`config.mk`:
```
export PLATFORM = sky130hd
export DESIGN_NAME = event_input_function_router
export DESIGN_NICKNAME = d
export VERILOG_FILES = /design/src/logic/event_router_pkg.sv /design/src/logic/event_input_function_router.sv
export VERILOG_INCLUDE_DIRS = /design/src /design/src/logic
export SDC_FILE = /design/constraint.sdc
export NUM_CORES = 1
export LEC_CHECK = 0
export ABC_AREA = 0
export ABC_CLOCK_PERIOD_IN_PS = 2300
export BUFFER_PORTS_ARGS = -buffer_cell sky130_fd_sc_hd__buf_2
export CAP_MARGIN = 20
export CELL_PAD_IN_SITES_DETAIL_PLACEMENT = 0
export CELL_PAD_IN_SITES_GLOBAL_PLACEMENT = 1
export CORE_MARGIN = 2
export CORE_UTILIZATION = 39
export CTS_BUF_LIST = sky130_fd_sc_hd__clkbuf_4
export DETAILED_ROUTE_END_ITERATION = 8
export GPL_TIMING_DRIVEN = 0
export PLACE_DENSITY_LB_ADDON = 0.3
export SLEW_MARGIN = 20
export SYNTH_ARGS = -nofsm -noshare
export SYNTH_HDL_FRONTEND = slang
export SYNTH_SLANG_ARGS = --single-unit
```
`constraint.sdc`:
```
create_clock -name ref_clk -period 2.3 [get_ports ref_clk]
set_input_delay 0.46 -clock ref_clk [delete_from_list [all_inputs] [get_ports ref_clk]]
set_output_delay 0.46 -clock ref_clk [all_outputs]
set_load 0.005 [all_outputs]
```
`src/logic/event_router_regs.svh`:
```
// Register map, field positions, reset values and timing of the event input router
`ifndef EVENT_ROUTER_REGS_SVH
`define EVENT_ROUTER_REGS_SVH

`define ADDR_W 8
`define DATA_W 32
`define FUNC_W 5

`define REG_ASSIGN_BASE 8'h00
`define REG_ASSIGN_LAST 8'h14
`define REG_CFG 8'h18
`define REG_STATUS 8'h1C
`define REG_INPUTS 8'h20

`define WORD_LSB 2
`define WORD_MSB 4

`define CFG_REVERSE_BIT 0
`define CFG_PROG_EN_BIT 1
`define CFG_RSP_AVAIL_BIT 2
`define CFG_HEAT_COOL_BIT 3
`define CFG_W 4
`define CFG_RESET 4'h7

`define ST_STOP_BIT 0
`define ST_MANUAL_BIT 1
`define ST_PROG_RUN_BIT 2
`define ST_PROG_END_BIT 3
`define ST_REV_EFF_BIT 4
`define ST_RSP_BIT 5
`define ST_AT_FULL_BIT 6
`define ST_AT_RED_BIT 7
`define ST_LOCK_BIT 8
`define ST_COMM_BIT 9
`define ST_FILTER_BIT 10
`define ST_WATER_BIT 11
`define ST_TMODE_BIT 12
`define ST_TUNE1_BIT 13
`define ST_TUNE2_BIT 14
`define ST_ALARM_EN_BIT 15
`define ST_W 16

`define QUAL_TIME_MS 50
`define CLK_FREQ_KHZ 200000
`define NUM_EVENT_INPUTS 6

`endif

```
`src/logic/event_router_pkg.sv`:
```
// Types shared by the event input router
package event_router_pkg;

	typedef enum logic [4:0] {
		FN_NONE = 5'h00,
		FN_STOP = 5'h01,
		FN_MANUAL = 5'h02,
		FN_PROG = 5'h03,
		FN_DIR_INV = 5'h04,
		FN_SP_SRC = 5'h05,
		FN_AT_FULL = 5'h06,
		FN_AT_RED = 5'h07,
		FN_SET_LOCK = 5'h08,
		FN_COMM_WR = 5'h09,
		FN_LATCH_CLR = 5'h0A,
		FN_BANK0 = 5'h0B,
		FN_BANK1 = 5'h0C,
		FN_BANK2 = 5'h0D,
		FN_RUN = 5'h0E,
		FN_PID_UPD = 5'h0F,
		FN_FILTER = 5'h10,
		FN_WATER = 5'h11,
		FN_TUNE_MODE = 5'h12,
		FN_TUNE1 = 5'h13,
		FN_TUNE2 = 5'h14
	} func_t;

endpackage : event_router_pkg

```
`src/logic/event_input_function_router.sv`:
```
// Event input function router: input qualification, function decode and register port
`timescale 1ns/1ps
`include "event_router_regs.svh"
`default_nettype none

module event_input_function_router #(
	parameter int NUM_INPUTS = `NUM_EVENT_INPUTS,
	parameter int QUAL_CYCLES = `QUAL_TIME_MS * `CLK_FREQ_KHZ
) (
	input wire logic ref_clk,
	input wire logic resetn,
	input wire logic [NUM_INPUTS-1:0] event_in,
	input wire logic program_done,
	input wire logic [`ADDR_W-1:0] reg_addr,
	input wire logic [`DATA_W-1:0] reg_wdata,
	input wire logic reg_wr,
	input wire logic reg_rd,
	output logic [`DATA_W-1:0] reg_rdata,
	output logic stop_ind,
	output logic manual_ind,
	output logic remote_sp_ind,
	output logic tune_ind,
	output logic program_run,
	output logic program_reset,
	output logic program_end,
	output logic reverse_action,
	output logic full_autotune_exec,
	output logic reduced_autotune_exec,
	output logic setting_lock,
	output logic comm_write_permit,
	output logic alarm_latch_clear,
	output logic adaptive_pid_update,
	output logic filter_auto_adjust,
	output logic water_cool_adjust,
	output logic tuning_mode_select,
	output logic tuning_set_one_exec,
	output logic tuning_set_two_exec,
	output logic alarm_eval_enable
);

	localparam int CNT_W = $clog2(QUAL_CYCLES + 1);
	localparam logic [CNT_W-1:0] CNT_LAST = CNT_W'(QUAL_CYCLES - 1);

	// Word index of the address reaches eight inputs at most
	generate
		if (NUM_INPUTS < 1 || NUM_INPUTS > 8)
		begin : g_bad_inputs
			$error("NUM_INPUTS must be 1 to 8");
		end
		if (QUAL_CYCLES < 1)
		begin : g_bad_qual
			$error("QUAL_CYCLES must be at least 1");
		end
	endgenerate

	// Input synchronisers and qualification
	logic [NUM_INPUTS-1:0] level_q;
	logic [NUM_INPUTS-1:0] edge_q;

	genvar g;
	generate
		for (g = 0; g < NUM_INPUTS; g++)
		begin : g_in
			logic sync1_r, sync2_r, q_r, valid_r, edge_r;
			logic q_nxt, valid_nxt, edge_nxt;
			logic [CNT_W-1:0] cnt_r, cnt_nxt;

			always_comb
			begin
				q_nxt = q_r;
				valid_nxt = valid_r;
				edge_nxt = 1'b0;
				cnt_nxt = cnt_r;
				// Before the first qualification any level counts, so power-up yields an edge
				if (valid_r && sync2_r == q_r)
					cnt_nxt = '0;
				else if (cnt_r == CNT_LAST)
				begin
					q_nxt = sync2_r;
					valid_nxt = 1'b1;
					edge_nxt = 1'b1;
					cnt_nxt = '0;
				end
				else
					cnt_nxt = cnt_r + 1'b1;
			end

			always_ff @(posedge ref_clk)
			begin
				if (!resetn)
				begin
					sync1_r <= 1'b0;
					sync2_r <= 1'b0;
					q_r <= 1'b0;
					valid_r <= 1'b0;
					edge_r <= 1'b0;
					cnt_r <= '0;
				end
				else
				begin
					sync1_r <= event_in[g];
					sync2_r <= sync1_r;
					q_r <= q_nxt;
					valid_r <= valid_nxt;
					edge_r <= edge_nxt;
					cnt_r <= cnt_nxt;
				end
			end

			assign level_q[g] = q_r;
			assign edge_q[g] = edge_r;
		end
	endgenerate

	// Function assignment per input
	logic [`FUNC_W-1:0] assign_r [NUM_INPUTS];
	logic [`FUNC_W-1:0] assign_nxt [NUM_INPUTS];
	logic [`CFG_W-1:0] cfg_r, cfg_nxt;

	function automatic logic [NUM_INPUTS-1:0] func_mask(input event_router_pkg::func_t f);
		logic [NUM_INPUTS-1:0] m;
		m = '0;
		for (int i = 0; i < NUM_INPUTS; i++)
			m[i] = (assign_r[i] == f);
		return m;
	endfunction : func_mask

	function automatic logic level_of(input event_router_pkg::func_t f);
		return |(func_mask(f) & level_q);
	endfunction : level_of

	function automatic logic on_edge(input event_router_pkg::func_t f);
		return |(func_mask(f) & level_q & edge_q);
	endfunction : on_edge

	function automatic logic off_edge(input event_router_pkg::func_t f);
		return |(func_mask(f) & ~level_q & edge_q);
	endfunction : off_edge

	function automatic logic assigned(input event_router_pkg::func_t f);
		return |func_mask(f);
	endfunction : assigned

	// Execute/cancel latch: set by ON edge, cleared by OFF edge, by losing the assignment or by allow going low
	function automatic logic exec_state(input logic cur, input event_router_pkg::func_t f, input logic allow);
		logic s;
		s = cur;
		if (on_edge(f))
			s = 1'b1;
		if (off_edge(f))
			s = 1'b0;
		return s & allow & assigned(f);
	endfunction : exec_state

	// Control state
	logic stop_r, stop_nxt;
	logic manual_r, manual_nxt;
	logic prog_run_r, prog_run_nxt;
	logic prog_reset_r, prog_reset_nxt;
	logic prog_end_r, prog_end_nxt;
	logic rev_r, rev_nxt;
	logic rsp_r, rsp_nxt;
	logic at_full_r, at_full_nxt;
	logic at_red_r, at_red_nxt;
	logic lock_r, lock_nxt;
	logic comm_r, comm_nxt;
	logic latch_clr_r, latch_clr_nxt;
	logic pid_upd_r, pid_upd_nxt;
	logic filter_r, filter_nxt;
	logic water_r, water_nxt;
	logic tmode_r, tmode_nxt;
	logic tune1_r, tune1_nxt;
	logic tune2_r, tune2_nxt;
	logic alarm_en_r;
	logic heat_cool;

	always_comb
	begin
		// Heating/cooling control disables reduced autotune, PID update, filter adjust, tuning mode and both tuning sets, but not full autotune
		heat_cool = cfg_r[`CFG_HEAT_COOL_BIT];
		stop_nxt = stop_r;
		if (on_edge(event_router_pkg::FN_STOP))
			stop_nxt = 1'b1;
		if (off_edge(event_router_pkg::FN_STOP))
			stop_nxt = 1'b0;
		if (on_edge(event_router_pkg::FN_RUN))
			stop_nxt = 1'b0;
		if (off_edge(event_router_pkg::FN_RUN))
			stop_nxt = 1'b1;
		manual_nxt = level_of(event_router_pkg::FN_MANUAL);
		prog_run_nxt = level_of(event_router_pkg::FN_PROG) & cfg_r[`CFG_PROG_EN_BIT];
		prog_reset_nxt = prog_run_r & ~prog_run_nxt;
		prog_end_nxt = prog_end_r;
		if (prog_reset_nxt)
		begin
			stop_nxt = 1'b1;
			prog_end_nxt = 1'b0;
		end
		// A completion in the reset cycle is kept
		if (program_done && prog_run_r)
			prog_end_nxt = 1'b1;
		rev_nxt = cfg_r[`CFG_REVERSE_BIT] ^ level_of(event_router_pkg::FN_DIR_INV);
		rsp_nxt = level_of(event_router_pkg::FN_SP_SRC) & cfg_r[`CFG_RSP_AVAIL_BIT];
		at_full_nxt = exec_state(at_full_r, event_router_pkg::FN_AT_FULL, 1'b1);
		at_red_nxt = exec_state(at_red_r, event_router_pkg::FN_AT_RED, ~heat_cool);
		lock_nxt = level_of(event_router_pkg::FN_SET_LOCK);
		comm_nxt = level_of(event_router_pkg::FN_COMM_WR);
		latch_clr_nxt = on_edge(event_router_pkg::FN_LATCH_CLR);
		pid_upd_nxt = on_edge(event_router_pkg::FN_PID_UPD) & ~heat_cool;
		filter_nxt = exec_state(filter_r, event_router_pkg::FN_FILTER, ~heat_cool);
		water_nxt = exec_state(water_r, event_router_pkg::FN_WATER, 1'b1);
		tmode_nxt = level_of(event_router_pkg::FN_TUNE_MODE) & ~heat_cool;
		tune1_nxt = exec_state(tune1_r, event_router_pkg::FN_TUNE1, ~heat_cool);
		tune2_nxt = exec_state(tune2_r, event_router_pkg::FN_TUNE2, ~heat_cool);
	end

	always_ff @(posedge ref_clk)
	begin
		if (!resetn)
		begin
			stop_r <= 1'b0;
			manual_r <= 1'b0;
			prog_run_r <= 1'b0;
			prog_reset_r <= 1'b0;
			prog_end_r <= 1'b0;
			rev_r <= 1'b0;
			rsp_r <= 1'b0;
			at_full_r <= 1'b0;
			at_red_r <= 1'b0;
			lock_r <= 1'b0;
			comm_r <= 1'b0;
			latch_clr_r <= 1'b0;
			pid_upd_r <= 1'b0;
			filter_r <= 1'b0;
			water_r <= 1'b0;
			tmode_r <= 1'b0;
			tune1_r <= 1'b0;
			tune2_r <= 1'b0;
			alarm_en_r <= 1'b0;
		end
		else
		begin
			stop_r <= stop_nxt;
			manual_r <= manual_nxt;
			prog_run_r <= prog_run_nxt;
			prog_reset_r <= prog_reset_nxt;
			prog_end_r <= prog_end_nxt;
			rev_r <= rev_nxt;
			rsp_r <= rsp_nxt;
			at_full_r <= at_full_nxt;
			at_red_r <= at_red_nxt;
			lock_r <= lock_nxt;
			comm_r <= comm_nxt;
			latch_clr_r <= latch_clr_nxt;
			pid_upd_r <= pid_upd_nxt;
			filter_r <= filter_nxt;
			water_r <= water_nxt;
			tmode_r <= tmode_nxt;
			tune1_r <= tune1_nxt;
			tune2_r <= tune2_nxt;
			// Alarms never look at the run/stop state
			alarm_en_r <= 1'b1;
		end
	end

	// Register port
	logic [`DATA_W-1:0] rdata_r, rdata_nxt;
	logic [`ST_W-1:0] status;
	logic assign_hit;
	logic [`WORD_MSB-`WORD_LSB:0] word_idx;

	always_comb
	begin
		word_idx = reg_addr[`WORD_MSB:`WORD_LSB];
		assign_hit = reg_addr <= `REG_ASSIGN_LAST && reg_addr[`WORD_LSB-1:0] == '0 && int'(word_idx) < NUM_INPUTS;
		status = '0;
		status[`ST_STOP_BIT] = stop_r;
		status[`ST_MANUAL_BIT] = manual_r;
		status[`ST_PROG_RUN_BIT] = prog_run_r;
		status[`ST_PROG_END_BIT] = prog_end_r;
		status[`ST_REV_EFF_BIT] = rev_r;
		status[`ST_RSP_BIT] = rsp_r;
		status[`ST_AT_FULL_BIT] = at_full_r;
		status[`ST_AT_RED_BIT] = at_red_r;
		status[`ST_LOCK_BIT] = lock_r;
		status[`ST_COMM_BIT] = comm_r;
		status[`ST_FILTER_BIT] = filter_r;
		status[`ST_WATER_BIT] = water_r;
		status[`ST_TMODE_BIT] = tmode_r;
		status[`ST_TUNE1_BIT] = tune1_r;
		status[`ST_TUNE2_BIT] = tune2_r;
		status[`ST_ALARM_EN_BIT] = alarm_en_r;
		for (int i = 0; i < NUM_INPUTS; i++)
			assign_nxt[i] = assign_r[i];
		cfg_nxt = cfg_r;
		if (reg_wr && assign_hit)
			assign_nxt[word_idx] = reg_wdata[`FUNC_W-1:0];
		if (reg_wr && reg_addr == `REG_CFG)
			cfg_nxt = reg_wdata[`CFG_W-1:0];
		// Read data stand one cycle only, zero otherwise
		rdata_nxt = '0;
		if (reg_rd)
		begin
			if (assign_hit)
				rdata_nxt = `DATA_W'(assign_r[word_idx]);
			else if (reg_addr == `REG_CFG)
				rdata_nxt = `DATA_W'(cfg_r);
			else if (reg_addr == `REG_STATUS)
				rdata_nxt = `DATA_W'(status);
			else if (reg_addr == `REG_INPUTS)
				rdata_nxt = `DATA_W'(level_q);
		end
	end

	always_ff @(posedge ref_clk)
	begin
		if (!resetn)
		begin
			for (int i = 0; i < NUM_INPUTS; i++)
				assign_r[i] <= event_router_pkg::FN_NONE;
			cfg_r <= `CFG_RESET;
			rdata_r <= '0;
		end
		else
		begin
			for (int i = 0; i < NUM_INPUTS; i++)
				assign_r[i] <= assign_nxt[i];
			cfg_r <= cfg_nxt;
			rdata_r <= rdata_nxt;
		end
	end

	assign reg_rdata = rdata_r;
	assign stop_ind = stop_r;
	assign manual_ind = manual_r;
	assign remote_sp_ind = rsp_r;
	assign tune_ind = tmode_r;
	assign program_run = prog_run_r;
	assign program_reset = prog_reset_r;
	assign program_end = prog_end_r;
	assign reverse_action = rev_r;
	assign full_autotune_exec = at_full_r;
	assign reduced_autotune_exec = at_red_r;
	assign setting_lock = lock_r;
	assign comm_write_permit = comm_r;
	assign alarm_latch_clear = latch_clr_r;
	assign adaptive_pid_update = pid_upd_r;
	assign filter_auto_adjust = filter_r;
	assign water_cool_adjust = water_r;
	assign tuning_mode_select = tmode_r;
	assign tuning_set_one_exec = tune1_r;
	assign tuning_set_two_exec = tune2_r;
	assign alarm_eval_enable = alarm_en_r;

endmodule : event_input_function_router

`default_nettype wire

```
* Yosys cells after proc, flatten, opt, wreduce, memory -nomap -nowiden
Memories as Yosys holds them, arrays and structs flattened.
Index checks and enable logic that the tools add are counted.
** Storage, ports and cells
- Latch bits :: 0
- Bits in read-only memories :: 0
- Output and inout bits :: 52
- Bits in writable memories :: 30
- Flip-flop bits (word level) :: 229
- Bits of input ports :: 51
- Memories :: 1
** Memories
- assign_r :: words 6, bits a word 5, read ports 7, clocked after memory_dff 0, wr ports 6, line event_input_function_router.sv:116 : logic [`FUNC_W-1:0] assign_r [NUM_INPUTS];
** Cells by class
- Add/sub/neg operators :: 6
- Mux-type cells :: 41
- $lt $le $gt $ge :: 4
- Reduce and logical (&&, ||, !) cells :: 67
- Bitwise logic cells :: 77
- Div/mod/pow operators :: 0
- Multipliers :: 0
- Shift-type cells :: 0
- Equality and inequality tests :: 117
** Operator list (count)
- $and A6 B6 Y6 :: 43
- $reduce_or A6 Y1 :: 31
- $eq A5 B4 Y1 const B :: 30
- $eq A5 B5 Y1 const B :: 30
- $add A24 B1 Y24 const B :: 6
- $eq A24 B24 Y1 const B :: 6
- $eq A5 B3 Y1 const B :: 24
- $eq A5 B2 Y1 const B :: 12
- $mux W5 :: 9
- $bwmux W30 :: 1
- $eq A5 B1 Y1 const B :: 6
- $mux W30 :: 1
- $mux W1 :: 27
- $reduce_or A3 Y1 :: 6
- $eq A8 B5 Y1 const B :: 2
- $mux W16 :: 1
- $and A1 B1 Y1 :: 15
- $demux W5 S3 :: 1
- $reduce_and A2 Y1 :: 7
- $logic_and A1 B1 Y1 :: 12
- $reduce_or A2 Y1 :: 6
- $not A1 Y1 :: 10
- $eq A8 B6 Y1 const B :: 1
- $le A8 B5 Y1 const B :: 1
- other kinds (14) :: 24

* Longest topological paths before layout
Gate-level depths: netlist (run 1).
An unclocked memory read counts as a cell.
- Depth in word-level cells :: 10
- Mapped depth :: 9
- Gate-level depth less buffers :: 7

* Least setup slack after synthesis (run 1)
No wires, ideal clock.
- Path kind :: in2reg
- Start :: in reg_addr[1]
- End :: reg cfg_r[0]
- Stages on the path :: 8
- Data arrival time :: 2039 ps
- Library setup time :: 127 ps
- Setup slack :: 134 ps
- Cells stage by stage :: or4_4 > or2_1 > buf_6 > nor3_4 > and2_1 > buf_4 > mux2i_1 > nand2_1
** On the way
- Word-level cells in the longest chain between the ends :: 2
** Ends and longest elaborated chain
- from (decl) :: line event_input_function_router.sv:14 : input wire logic [`ADDR_W-1:0] reg_addr,
- $eq A8 B5 Y1 (no line)
- $logic_and A1 B1 Y1 (no line)
- to (signal assigned) :: line event_input_function_router.sv:321 : cfg_r <= `CFG_RESET;
- to (signal assigned) :: line event_input_function_router.sv:328 : cfg_r <= cfg_nxt;
- to (decl) :: line event_input_function_router.sv:118 : logic [`CFG_W-1:0] cfg_r, cfg_nxt;
No other way between the ends.
A chain may end at the register's enable or synchronous reset.

* Final worst setup path (run 1)
- Start :: reg g_in[1].cnt_r[0]
- End :: reg g_in[1].cnt_r[15]
** On the way
- Word-level cells in the longest chain between the ends :: 2
** Ends and longest elaborated chain
- from (decl) :: line event_input_function_router.sv:66 : logic [CNT_W-1:0] cnt_r, cnt_nxt;
- from (signal assigned) :: line event_input_function_router.sv:106 : cnt_r <= cnt_nxt;
- parallel branches: the longest is 2 deep, another holds $add A24 B1 Y24
Parallel ways; which one is timed is not known.

==> results of run 1 <==
[cells in the final DEF (no fill, tap or decap), types with 17 or more instances in the layout]
cell type,Yosys,layout
a21oi_1,19,19
dfxtp_1,243,243
nor2b_1,17,17
nor4_1,23,21
nand3_1,90,89
nor3b_1,22,20
nand4_1,34,34
clkbuf_1,45,32
nor3_1,36,33
and2_1,30,30
clkinv_1,1,17
xnor2_1,55,55
and3_1,31,31
buf_2,14,69
xor2_1,80,80
nand2_1,114,114
inv_1,22,22
clkbuf_4,0,99
nor2_1,252,252
buf_4,22,23
mux2i_1,45,45
[per-stage QoR]
stage,hold WS [ps],std cells
floorplan,411.9,1423
global placement,416.4,1871
detailed placement,419.6,1872
CTS,5.711,1997
global route,14.81,1996
finish,40.97,1996
[layer usage]
| metal | wire length (um) | vias up | GRT usage |
|---|---|---|---|
| met1 | 14980 | 4836 | 0.2768 |
| li1 | - | 5205 | - |
| met5 | 0 | - | 0 |
| met3 | 2669 | 85 | 0.05365 |
| met2 | 14120 | 424 | 0.3132 |
| met4 | 923 | 0 | 0.08164 |
[synth_stat cells, types with 14 or more instances]
cell type | count | area, um^2
a21oi_1 | 19 | 95.09
and2_1 | 30 | 187.7
and3_1 | 31 | 193.9
and4_1 | 14 | 122.6
buf_2 | 14 | 70.07
buf_4 | 22 | 165.2
clkbuf_1 | 45 | 168.9
dfxtp_1 | 243 | 4865
inv_1 | 22 | 82.58
mux2i_1 | 45 | 450.4
nand2_1 | 114 | 427.9
nand2b_1 | 16 | 100.1
nand3_1 | 90 | 450.4
nand4_1 | 34 | 212.7
nor2_1 | 252 | 945.9
nor2b_1 | 17 | 106.4
nor3_1 | 36 | 180.2
nor3b_1 | 22 | 165.2
nor4_1 | 23 | 143.9
xnor2_1 | 55 | 481.7
xor2_1 | 80 | 700.7
[layout make-up]
type	instances	area [um^2]
Timing Repair Buffer	62	327.8
Fill cell	3000	16100
Sequential cell	243	4865
Antenna cell	1	2.502
Clock inverter	26	163.9
Tap cell	390	488.0
Buffer	89	546.8
Clock buffer	96	720.7
Multi-Input combinational cell	1066	6574
Inverter	23	86.33
[critical path, stage by stage (launching register included)]
cell	delay (ps)
dfxtp_1	360
ha_2	210
and4_4	240
and2b_2	180
nand4_1	130
or4_4	580
nand3_4	150
buf_8	150
nor2_1	50
[state kept, by name (all words and copies together) (netlist names), 4 cells and up]
name,count
g_in.edge_r,6
g_in.sync2_r,6
cfg_r,4
g_in.sync1_r,6
g_in.valid_r,6
assign_r,30
g_in.q_r,6
g_in.cnt_r,144
reg_rdata,16
[where the power goes]
group / switching (mW) / internal, mW / leakage, nW
clock: 1.86 / 2.17 / 0.523
combinational: 0.178 / 0.115 / 2.62
sequential: 0.0295 / 4.25 / 1.96
total: 2.07 / 6.53 / 5.11
[timing repair]
item                                    4_1_cts  5_1_grt
pin swaps                                     0        2
gates resized for setup                       7       37
gates cloned                                  0        0
hold buffers                                  3        0
hold endpoints to repair                      3        0
endpoints found under the setup margin       41      120
[how the worst max path moves through the flow]
stage	slack (ps)	to
floorplan	130	cfg_r[0]
global placement	-930	reg_rdata[7]
detailed placement	-180	g_in[2].cnt_r[5]
CTS	-9	g_in[1].cnt_r[18]
global route	3	stop_ind
finish	120	g_in[1].cnt_r[15]
[cell families after synthesis]
logic type / count (synthesis) / synth area share
other: 1 / 0.0003150
buffers and inverters: 114 / 0.05034
muxes: 50 / 0.04729
xor gates and xnor gates: 135 / 0.09931
adders and majority gates: 6 / 0.006305
DFF: 243 / 0.4086
and+or+nand+nor: 754 / 0.3263
AOI/OAI and AO/OA: 105 / 0.06158
==> metrics.md, run 1 <==
| Metric | Value |
|---|---|
| CTS Buf Count | between 60 and 70 |
| RePlAce Congestion | approximately 0.99 |
| Yosys warns | 0 |
| Worst Slack Setup Final | roughly 120 ps |
| GRT overflow | 0 |
| Nets | roughly 1600 |
| HP Start | program_done |
| GRT Overall Usage | 0.2055 |
| R2r worst-path depth | 8 |
| Failing checks | design-rule violations |
| Initial Util | 0.3985 |
| Worst slew pin tran | between 900 and 1000 ps |
| Die X | between 150 and 200 um |
| Vias after detailed routing | about 11000 |
| Synth unique cells | 75 |
| DRT Pass-1 Iters | 9 |
| Peak VDD IR | between 0.3 and 0.4 mV |
| Crit Path Category | reg2reg |
| Fraction of layout cells with a size suffix above 1 | 0.1595 |
| Post-route ant nets | 0 |
| R2r startpoint | g_in[1].cnt_r[0] |
| Setup Viol. Count Final | 0 |
| Minimum clock period | around 2200 ps |
| HPWL Detailed | around 24000 um |
| FP Rows | 63 |
| Slew Limit Fails | 0 |
| Outcome | finished, violations left |
| Post-CTS Setup Repair Bufs | 0 |
| Vias per inst | 5.286 |
| R2R Setup Slk | around 120 ps |
| H-tree depth | 3 |
| Slew headroom | 0.3282 |
| Min-Delay Endpoint | program_end |
| Synthesized cell area | 11910 um^2 |
| Initial antenna violation count | 1 |
| Final hold violation count | 0 |
| Worst EP required | 2850 ps |
| Placed Area | about 13000 um^2 |
| Worst-Skew Late Latency | between 600 and 700 ps |
| CTS tree | yes |
| Final Cycle Share | 0.9470 |
| Core Area | about 30000 um^2 |
| Post-synth ARST share | 0 |
| Largest net degree at the start of global routing | 11 |
| F_max | between 400 and 500 MHz |
| Design Area, Final | 13770 um^2 |
| Clk slew on worst S/H paths | 70 ps |
| Syn Area/Cell | between 8 and 9 um^2 |
| Most used DFF post-synth | dfxtp_1 |
| Area growth, synth to finish | 15.69% |
| Min-Delay Path Class | in2reg |
| Die height | about 180 um |
| Input/output buffers | 58 |
| Vias in the first global route | about 9700 |
| Final core area utilization | 0.4611 |
| Clock sinks | 243 |
| Critical path endpoint category | flop |
| Routed WL | around 33000 um |
| DRC | 2 |
| Critical Path Source | g_in[1].cnt_r[0] |
| Root Buffer | clkbuf_4 |
| CTS Buffer Depth | 3 |
| Seq/Total Area, Yosys | 0.4086 |
| CP startpoint kind | flop |
| Worst Path Arrival | approximately 2700 ps |
| Flop and latch count out of synthesis | about 240 |
| PwrDens | 624.0 nW/um^2 |
| EDFF count, synth | 0 |
| Hold Path Depth | 3 |
| Clk_skew | 58.70 ps |
| Lkg Pwr | just over 5 nW |
| Unrepaired setup endpoints after global routing | no |
| Cells after Synth | about 1400 |
| Post-Route Setup TNS | 0 ps |
| Die ar. | 31940 um^2 |
| RR Endpoint | g_in[1].cnt_r[15] |
| First-pass GRT wire length | 51690 um |
| First DRT Iteration DRCs | between 900 and 1000 |
| Critical Path Fanout Max | 10 |
| Max-cap viol count | 0 |
| Place WS | -179.5 ps |
| # IOs | 103 |
| Power Total | ~8.6 mW |
| DR WL/cell | approximately 16 um |
Power figures use the tool's default switching activity.
==> run 2, diff against run 1 <==
- CORE_UTILIZATION: 39 -> 47
==> run 2 against run 1 <==
The run ends with negative setup slack left. Via count is 0.14% higher. Combinational power rose by 3%. Count of clock-buffer cells in the layout decreased by 18. Clock skew down 18 ps. Clock power down 19%. Register-to-register slack got worse by 150 ps. Wire length is 0.39% lower. First-iteration DRC count up 6.1%. Design area fell by 1.6%. Critical path depth fell by 1. Hold slack better by 7.3 ps. Sequential cell count unchanged. Largest power group unchanged.
==> metrics.md, run 2 (synthesized netlist as in run 1, its figures left out) <==
| Metric | Value |
|---|---|
| Outcome | finished, violations left |
| Failing checks | negative setup slack |
| Worst slew pin tran | 1072 ps (+73.54 ps) |
| Lkg Pwr | 5.016 nW (-1.8%) |
| Die X | 163.2 um (-8.7%) |
| Input/output buffers | 58 (unchanged) |
| R2R Setup Slk | -30 ps (-150 ps) |
| CTS tree | yes |
| Final Cycle Share | 1.013 (+0.06647) |
| RePlAce Congestion | 0.9923 (-0.17%) |
| RR Endpoint | stop_ind |
| Final hold violation count | 0 (unchanged) |
| # IOs | 103 (unchanged) |
| Clk_skew | 40.39 ps (-18.31 ps) |
| Critical Path Source | g_in[3].q_r |
| GRT overflow | 0 (unchanged) |
| Place WS | -388.2 ps (-208.6 ps) |
| Critical path endpoint category | flop |
| Vias per inst | 5.497 (+4.0%) |
| Worst-Skew Late Latency | 690 ps (about the same) |
| Routed WL | 32570 um (-0.39%) |
| Vias after detailed routing | 10565 (+0.14%) |
| Root Buffer | clkbuf_4 |
| DR WL/cell | 16.94 um (+3.4%) |
| Max-cap viol count | 0 (unchanged) |
| Peak VDD IR | 0.3608 mV (-1.7%) |
| Setup Viol. Count Final | 1 (+1) |
| GRT Overall Usage | 0.2431 (+0.03763) |
| Worst Slack Setup Final | -30.95 ps (-152.9 ps) |
| Initial antenna violation count | 1 (unchanged) |
| Largest net degree at the start of global routing | 17 (+6) |
| Fraction of layout cells with a size suffix above 1 | 0.1497 (-0.009816) |
| Placed Cells | 1812 (-3.2%) |
| Post-Route Setup TNS | -30.95 ps (-30.95 ps) |
| Slew headroom | 0.2788 (-0.04948) |
| Post-route ant nets | 0 (unchanged) |
| First-pass GRT wire length | 51660 um (about the same) |
| Core Area | 25040 um^2 (-16%) |
| CTS Buffer Depth | 3 (unchanged) |
| Largest register by flop count | g_in.cnt_r |
| R2r worst-path depth | 7 (-1) |
| Commonest non-fill, non-tap cells in the layout | 251 x nor2_1, 242 x dfxtp_1, 114 x nand2_1 |
| Die ar. | 26620 um^2 (-17%) |
| Crit Path Category | reg2reg |
| Unrepaired setup endpoints after global routing | no |
| PwrDens | 579.5 nW/um^2 (-7.1%) |
| CP startpoint kind | flop |
| FP Rows | 58 (-7.9%) |
| Min-Delay Path Class | in2reg |
| CTS Buf Count | 61 (-12%) |
| Nets | 1606 (-0.31%) |
| DRT Pass-1 Iters | 9 (unchanged) |
| DRC | 0 (-2) |
| Max reg flops | 144 (unchanged) |
| F_max | 429.0 MHz (-6.6%) |
| H-tree depth | 2 (-1) |
| Slew Limit Fails | 0 (unchanged) |
| Minimum clock period | 2331 ps (+152.9 ps) |
| Commonest non-fill, non-tap cell in the layout | nor2_1 |
| HPWL Detailed | 23290 um (-1.1%) |
| Clock sinks | 243 (unchanged) |
| Area growth, synth to finish | 13.79% |
| R2r startpoint | g_in[3].q_r |
| Clk slew on worst S/H paths | 70 ps (about the same) |
| Critical Path Fanout Max | 10 (unchanged) |
| Worst Path Arrival | 2940 ps (+210 ps) |
| Die height | 163.2 um (-8.7%) |
| Power Total | 7.850 mW (-8.7%) |
| Initial Util | 0.4756 (+0.07702) |
| Vias in the first global route | 9973 (+3.2%) |
| Worst EP required | 2910 ps (+60 ps) |
| CP Capture Point | stop_ind |
| First DRT Iteration DRCs | 1033 (+6.1%) |
| Final cell count without fillers | 1922 (-3.7%) |
| Hold slack | 48.32 ps (+7.347 ps) |
run 2: layout make-up:
| type | count | area [um^2] |
|---|---|---|
| antenna | 2 | 5.005 |
| fill | 2495 | 11490 |
| inverter | 23 | 86.33 |
| multi-input combinational | 1066 | 6578 |
| tap | 330 | 412.9 |
| timing repair buffer | 67 | 375.4 |
| sequential | 243 | 4866 |
| clock inverter | 26 | 106.4 |
| buffer | 87 | 533.0 |
| clock buffer | 78 | 585.6 |
run 2: per-stage QoR:
step	instance area (um^2)	utilization
after floorplan	11960	-
after global placement	12670	0.5059
after detailed placement	12680	0.5064
after CTS	13470	0.5382
after global routing	13550	0.5410
final	13550	0.5411
run 2: what timing repair did:
item                                    CTS  global route
pin swaps                                 0             1
endpoints found under the setup margin   43           125
hold endpoints to repair                  7             0
hold buffers                              7             0
setup buffers                             0             1
gates resized for setup                  10            36
run 2: worst max-delay path, cell delays in order, from the launching register on:
cell	delay (ps)
dfxtp_1	360
clkbuf_2	320
nor4b_2	570
nand4b_1	150
o21ai_0	110
nor3_1	70
nor4_1	490
o21a_1	200
run 2: layer usage:
metal  GRT usage  routed length (um)  vias to the layer above
li1            -                   -                     5173
met1      0.3236               14280                     4874
met2      0.3771               14240                      418
met3     0.06120                2886                      100
met4     0.09815                1159                        0
met5           0                   0                        -
run 2: worst min path at each step:
stage,cells past startpoint,endpoint,slack (ps),from
global route,3,program_end,30,program_done
CTS,3,program_end,6,program_done
finish,3,program_end,50,program_done
global placement,1,g_in[2].sync2_r,410,g_in[2].sync1_r
floorplan,1,g_in[0].sync2_r,410,g_in[0].sync1_r
detailed placement,1,g_in[2].sync2_r,420,g_in[2].sync1_r
run 2: where the power goes:
part | switching (mW) | internal (mW) | total, mW
clock | 1.69 | 1.58 | 3.27
sequential | 0.0305 | 4.25 | 4.28
combinational | 0.182 | 0.121 | 0.302
==> run 3, diff against run 2 <==
- PLACE_DENSITY_LB_ADDON: 0.3 -> 0.15
- REMOVE_ABC_BUFFERS: unset -> 1
==> run 3 against run 2 <==
The flow now finishes without violations. Via count shrank 2.5%. Sequential power is essentially flat. Design area down 3.2%. Clock power up 16%. Global-route usage is 1.2 points lower. Die area did not move. Sequential share of layout area rose by 1.2 points. Fmax grew 5.0%. Critical endpoint is now reduced_autotune_exec. Largest cell class unchanged.
==> metrics.md, run 3 (synthesized netlist as in run 1, its figures left out) <==
| Metric | Value |
|---|---|
| Die X | 163.2 um (unchanged) |
| H-tree depth | 3 (+1) |
| Worst-Skew Late Latency | 700 ps (about the same) |
| CTS Buffer Depth | 3 (unchanged) |
| Die height | 163.2 um (unchanged) |
| R2R Setup Slk | 80 ps (+110 ps) |
| HP Start | event_in[2] |
| Area growth, synth to finish | 10.13% |
| Root Buffer | clkbuf_4 |
| Top delay family on crit path | simple AND/OR/NAND/NOR gates |
| Peak VDD IR | 0.4392 mV (+22%) |
| Input/output buffers | 59 (+1.7%) |
| First DRT Iteration DRCs | 748 (-28%) |
| Commonest non-fill, non-tap cells in the layout | 252 x nor2_1, 241 x dfxtp_1, 114 x nand2_1 |
| Core Area | 25040 um^2 (unchanged) |
| Worst Path Arrival | 2840 ps (-100 ps) |
| Slew Limit Fails | 0 (unchanged) |
| DRC | 0 (unchanged) |
| Critical Path Fanout Max | 13 (+3) |
| GRT overflow | 0 (unchanged) |
| Lkg Pwr | 4.753 nW (-5.2%) |
| Vias per inst | 5.593 (+1.8%) |
| Critical path endpoint category | flop |
| Clk_skew | 76.02 ps (+35.63 ps) |
| # IOs | 103 (unchanged) |
| Crit Path Category | reg2reg |
| Clock sinks | 243 (unchanged) |
| Max-cap viol count | 0 (unchanged) |
| Critical-path top delay cell | dfxtp_1 |
| Largest net degree at the start of global routing | 44 (+27) |
| DR WL/cell | 16.66 um (-1.7%) |
| Unrepaired setup endpoints after global routing | no |
| Nets | 1523 (-5.2%) |
| First-pass GRT wire length | 49120 um (-4.9%) |
| Outcome | finished clean |
| Hold Path Depth | 2 (-1) |
| F_max | 450.3 MHz (+5.0%) |
| CP Cell Sequence | inv_1 -> nor4_1 -> a31oi_1 -> o21ai_0 -> nor3_1 -> nor3_1 |
| Setup Viol. Count Final | 0 (-1) |
| Min-Delay Endpoint | g_in[2].sync1_r |
| Filler cell count | 2426 (-2.8%) |
| DRT Pass-1 Iters | 6 (-3) |
| CP startpoint kind | flop |
| CTS tree | yes |
| Routed WL | 30690 um (-5.8%) |
| Initial antenna violation count | 5 (+4) |
| Worst EP required | 2920 ps (about the same) |
| Max reg flops | 144 (unchanged) |
| Post-Route Setup TNS | 0 ps (+30.95 ps) |
| Min-Delay Path Class | in2reg |
| Post-route ant nets | 0 (unchanged) |
| Vias in the first global route | 9650 (-3.2%) |
| Clk slew on worst S/H paths | 70 ps (about the same) |
| Final hold violation count | 0 (unchanged) |
| Critical Path Max Stage Delay | 710 ps (+140 ps) |
| GRT Overall Usage | 0.2306 (-0.01249) |
| Die ar. | 26620 um^2 (unchanged) |
| RR Endpoint | reduced_autotune_exec |
| Fraction of layout cells with a size suffix above 1 | 0.1286 (-0.02112) |
| Buf/Inv on CP | 1 (unchanged) |
| HPWL Detailed | 20670 um (-11%) |
| Cell mode on critical path | nor3_1 |
| Largest register by flop count | g_in.cnt_r |
| Slew headroom | 0.3453 (+0.06652) |
| Worst slew pin tran | 973.1 ps (-98.86 ps) |
| R2r startpoint | assign_r[5][0] |
| Minimum clock period | 2221 ps (-110.0 ps) |
| Final Cycle Share | 0.9656 (-0.04783) |
| Vias after detailed routing | 10303 (-2.5%) |
| PwrDens | 634.4 nW/um^2 (+9.5%) |
| RePlAce Congestion | 0.9356 (-5.7%) |
| Power Total | 8.319 mW (+6.0%) |
| Commonest non-fill, non-tap cell in the layout | nor2_1 |
| Initial Util | 0.4756 (unchanged) |
| Post-CTS Setup Repair Bufs | 0 (unchanged) |
| R2r worst-path depth | 6 (-1) |
| CTS Buf Count | 67 (+9.8%) |
| FP Rows | 58 (unchanged) |
run 3: cell count changes in the layout (fill, tap and decap cells not counted), sizes merged:
cell / delta
nand3: +1
bufinv: +1
diode: +1
clkbuf: -23
dlymetal6s2s: -1
buf: -44
clkinv: -12
dlygate4sd3: -3
run 3: final cells by class:
cell class	count	area [um^2]	area share
diodes	3	7.507	0.0005725
clock buffers	97	728.2	0.05553
clock inverters	15	96.34	0.007347
inverters	23	87.58	0.006679
multi-input cells	1067	6558	0.5001
flip-flops and latches	243	4867	0.3712
well taps	330	412.9	0.03149
repair buffers	64	355.3	0.02710
run 3: worst max-delay path by stage:
stage / from / endpoint / slack [ps] / cells past startpoint
2_1_floorplan: reg_addr[1] / cfg_r[3] / 90 / 6
3_3_place_gp: resetn / setting_lock / -1090 / 3
3_5_place_dp: reg_addr[1] / reg_rdata[6] / -310 / 5
4_1_cts: g_in[4].cnt_r[2] / g_in[4].cnt_r[8] / 10 / 6
5_1_grt: assign_r[3][1] / stop_ind / 10 / 6
6_report: assign_r[5][0] / reduced_autotune_exec / 80 / 6
run 3: where the power goes:
group | switching, mW | internal (mW) | total, mW
registers | 0.0309 | 4.25 | 4.28
logic | 0.157 | 0.0798 | 0.237
clock network | 1.76 | 2.04 | 3.80
run 3: through the flow:
| stage | cell area [um^2] | cells | setup WS (ps) | util | hold WS [ps] |
|---|---|---|---|---|---|
| 6_report | 13110 | 1842 | 79.05 | 0.5237 | 51.93 |
| 5_1_grt | 13110 | 1842 | 11.49 | 0.5237 | 15.98 |
| 3_5_place_dp | 12180 | 1722 | -313.8 | 0.4867 | 418.6 |
| 4_1_cts | 13080 | 1839 | 14.66 | 0.5223 | 12.00 |
| 3_3_place_gp | 12160 | 1721 | -1087 | 0.4856 | 413.0 |
| 2_1_floorplan | 11450 | 1332 | 90.61 | - | 411.8 |
run 3: layer usage:
layer / global-route usage / wire [um]
met5: 0 / 22
met4: 0.1227 / 1245
met3: 0.05688 / 2486
met2: 0.3611 / 13670
met1: 0.2931 / 13270
run 3: worst reg2reg max path, stage by stage (launching register included):
cell and delay (ps):
dfxtp_1 710, inv_1 300, nor4_1 670, a31oi_1 160
o21ai_0 120, nor3_1 70, nor3_1 180
run 3: what timing repair did:
action	4_1_cts	5_1_grt
gates cloned	1	0
hold endpoints to repair	4	0
hold buffers	4	0
pin swaps	1	0
endpoints found under the setup margin	49	61
gates resized for setup	4	6
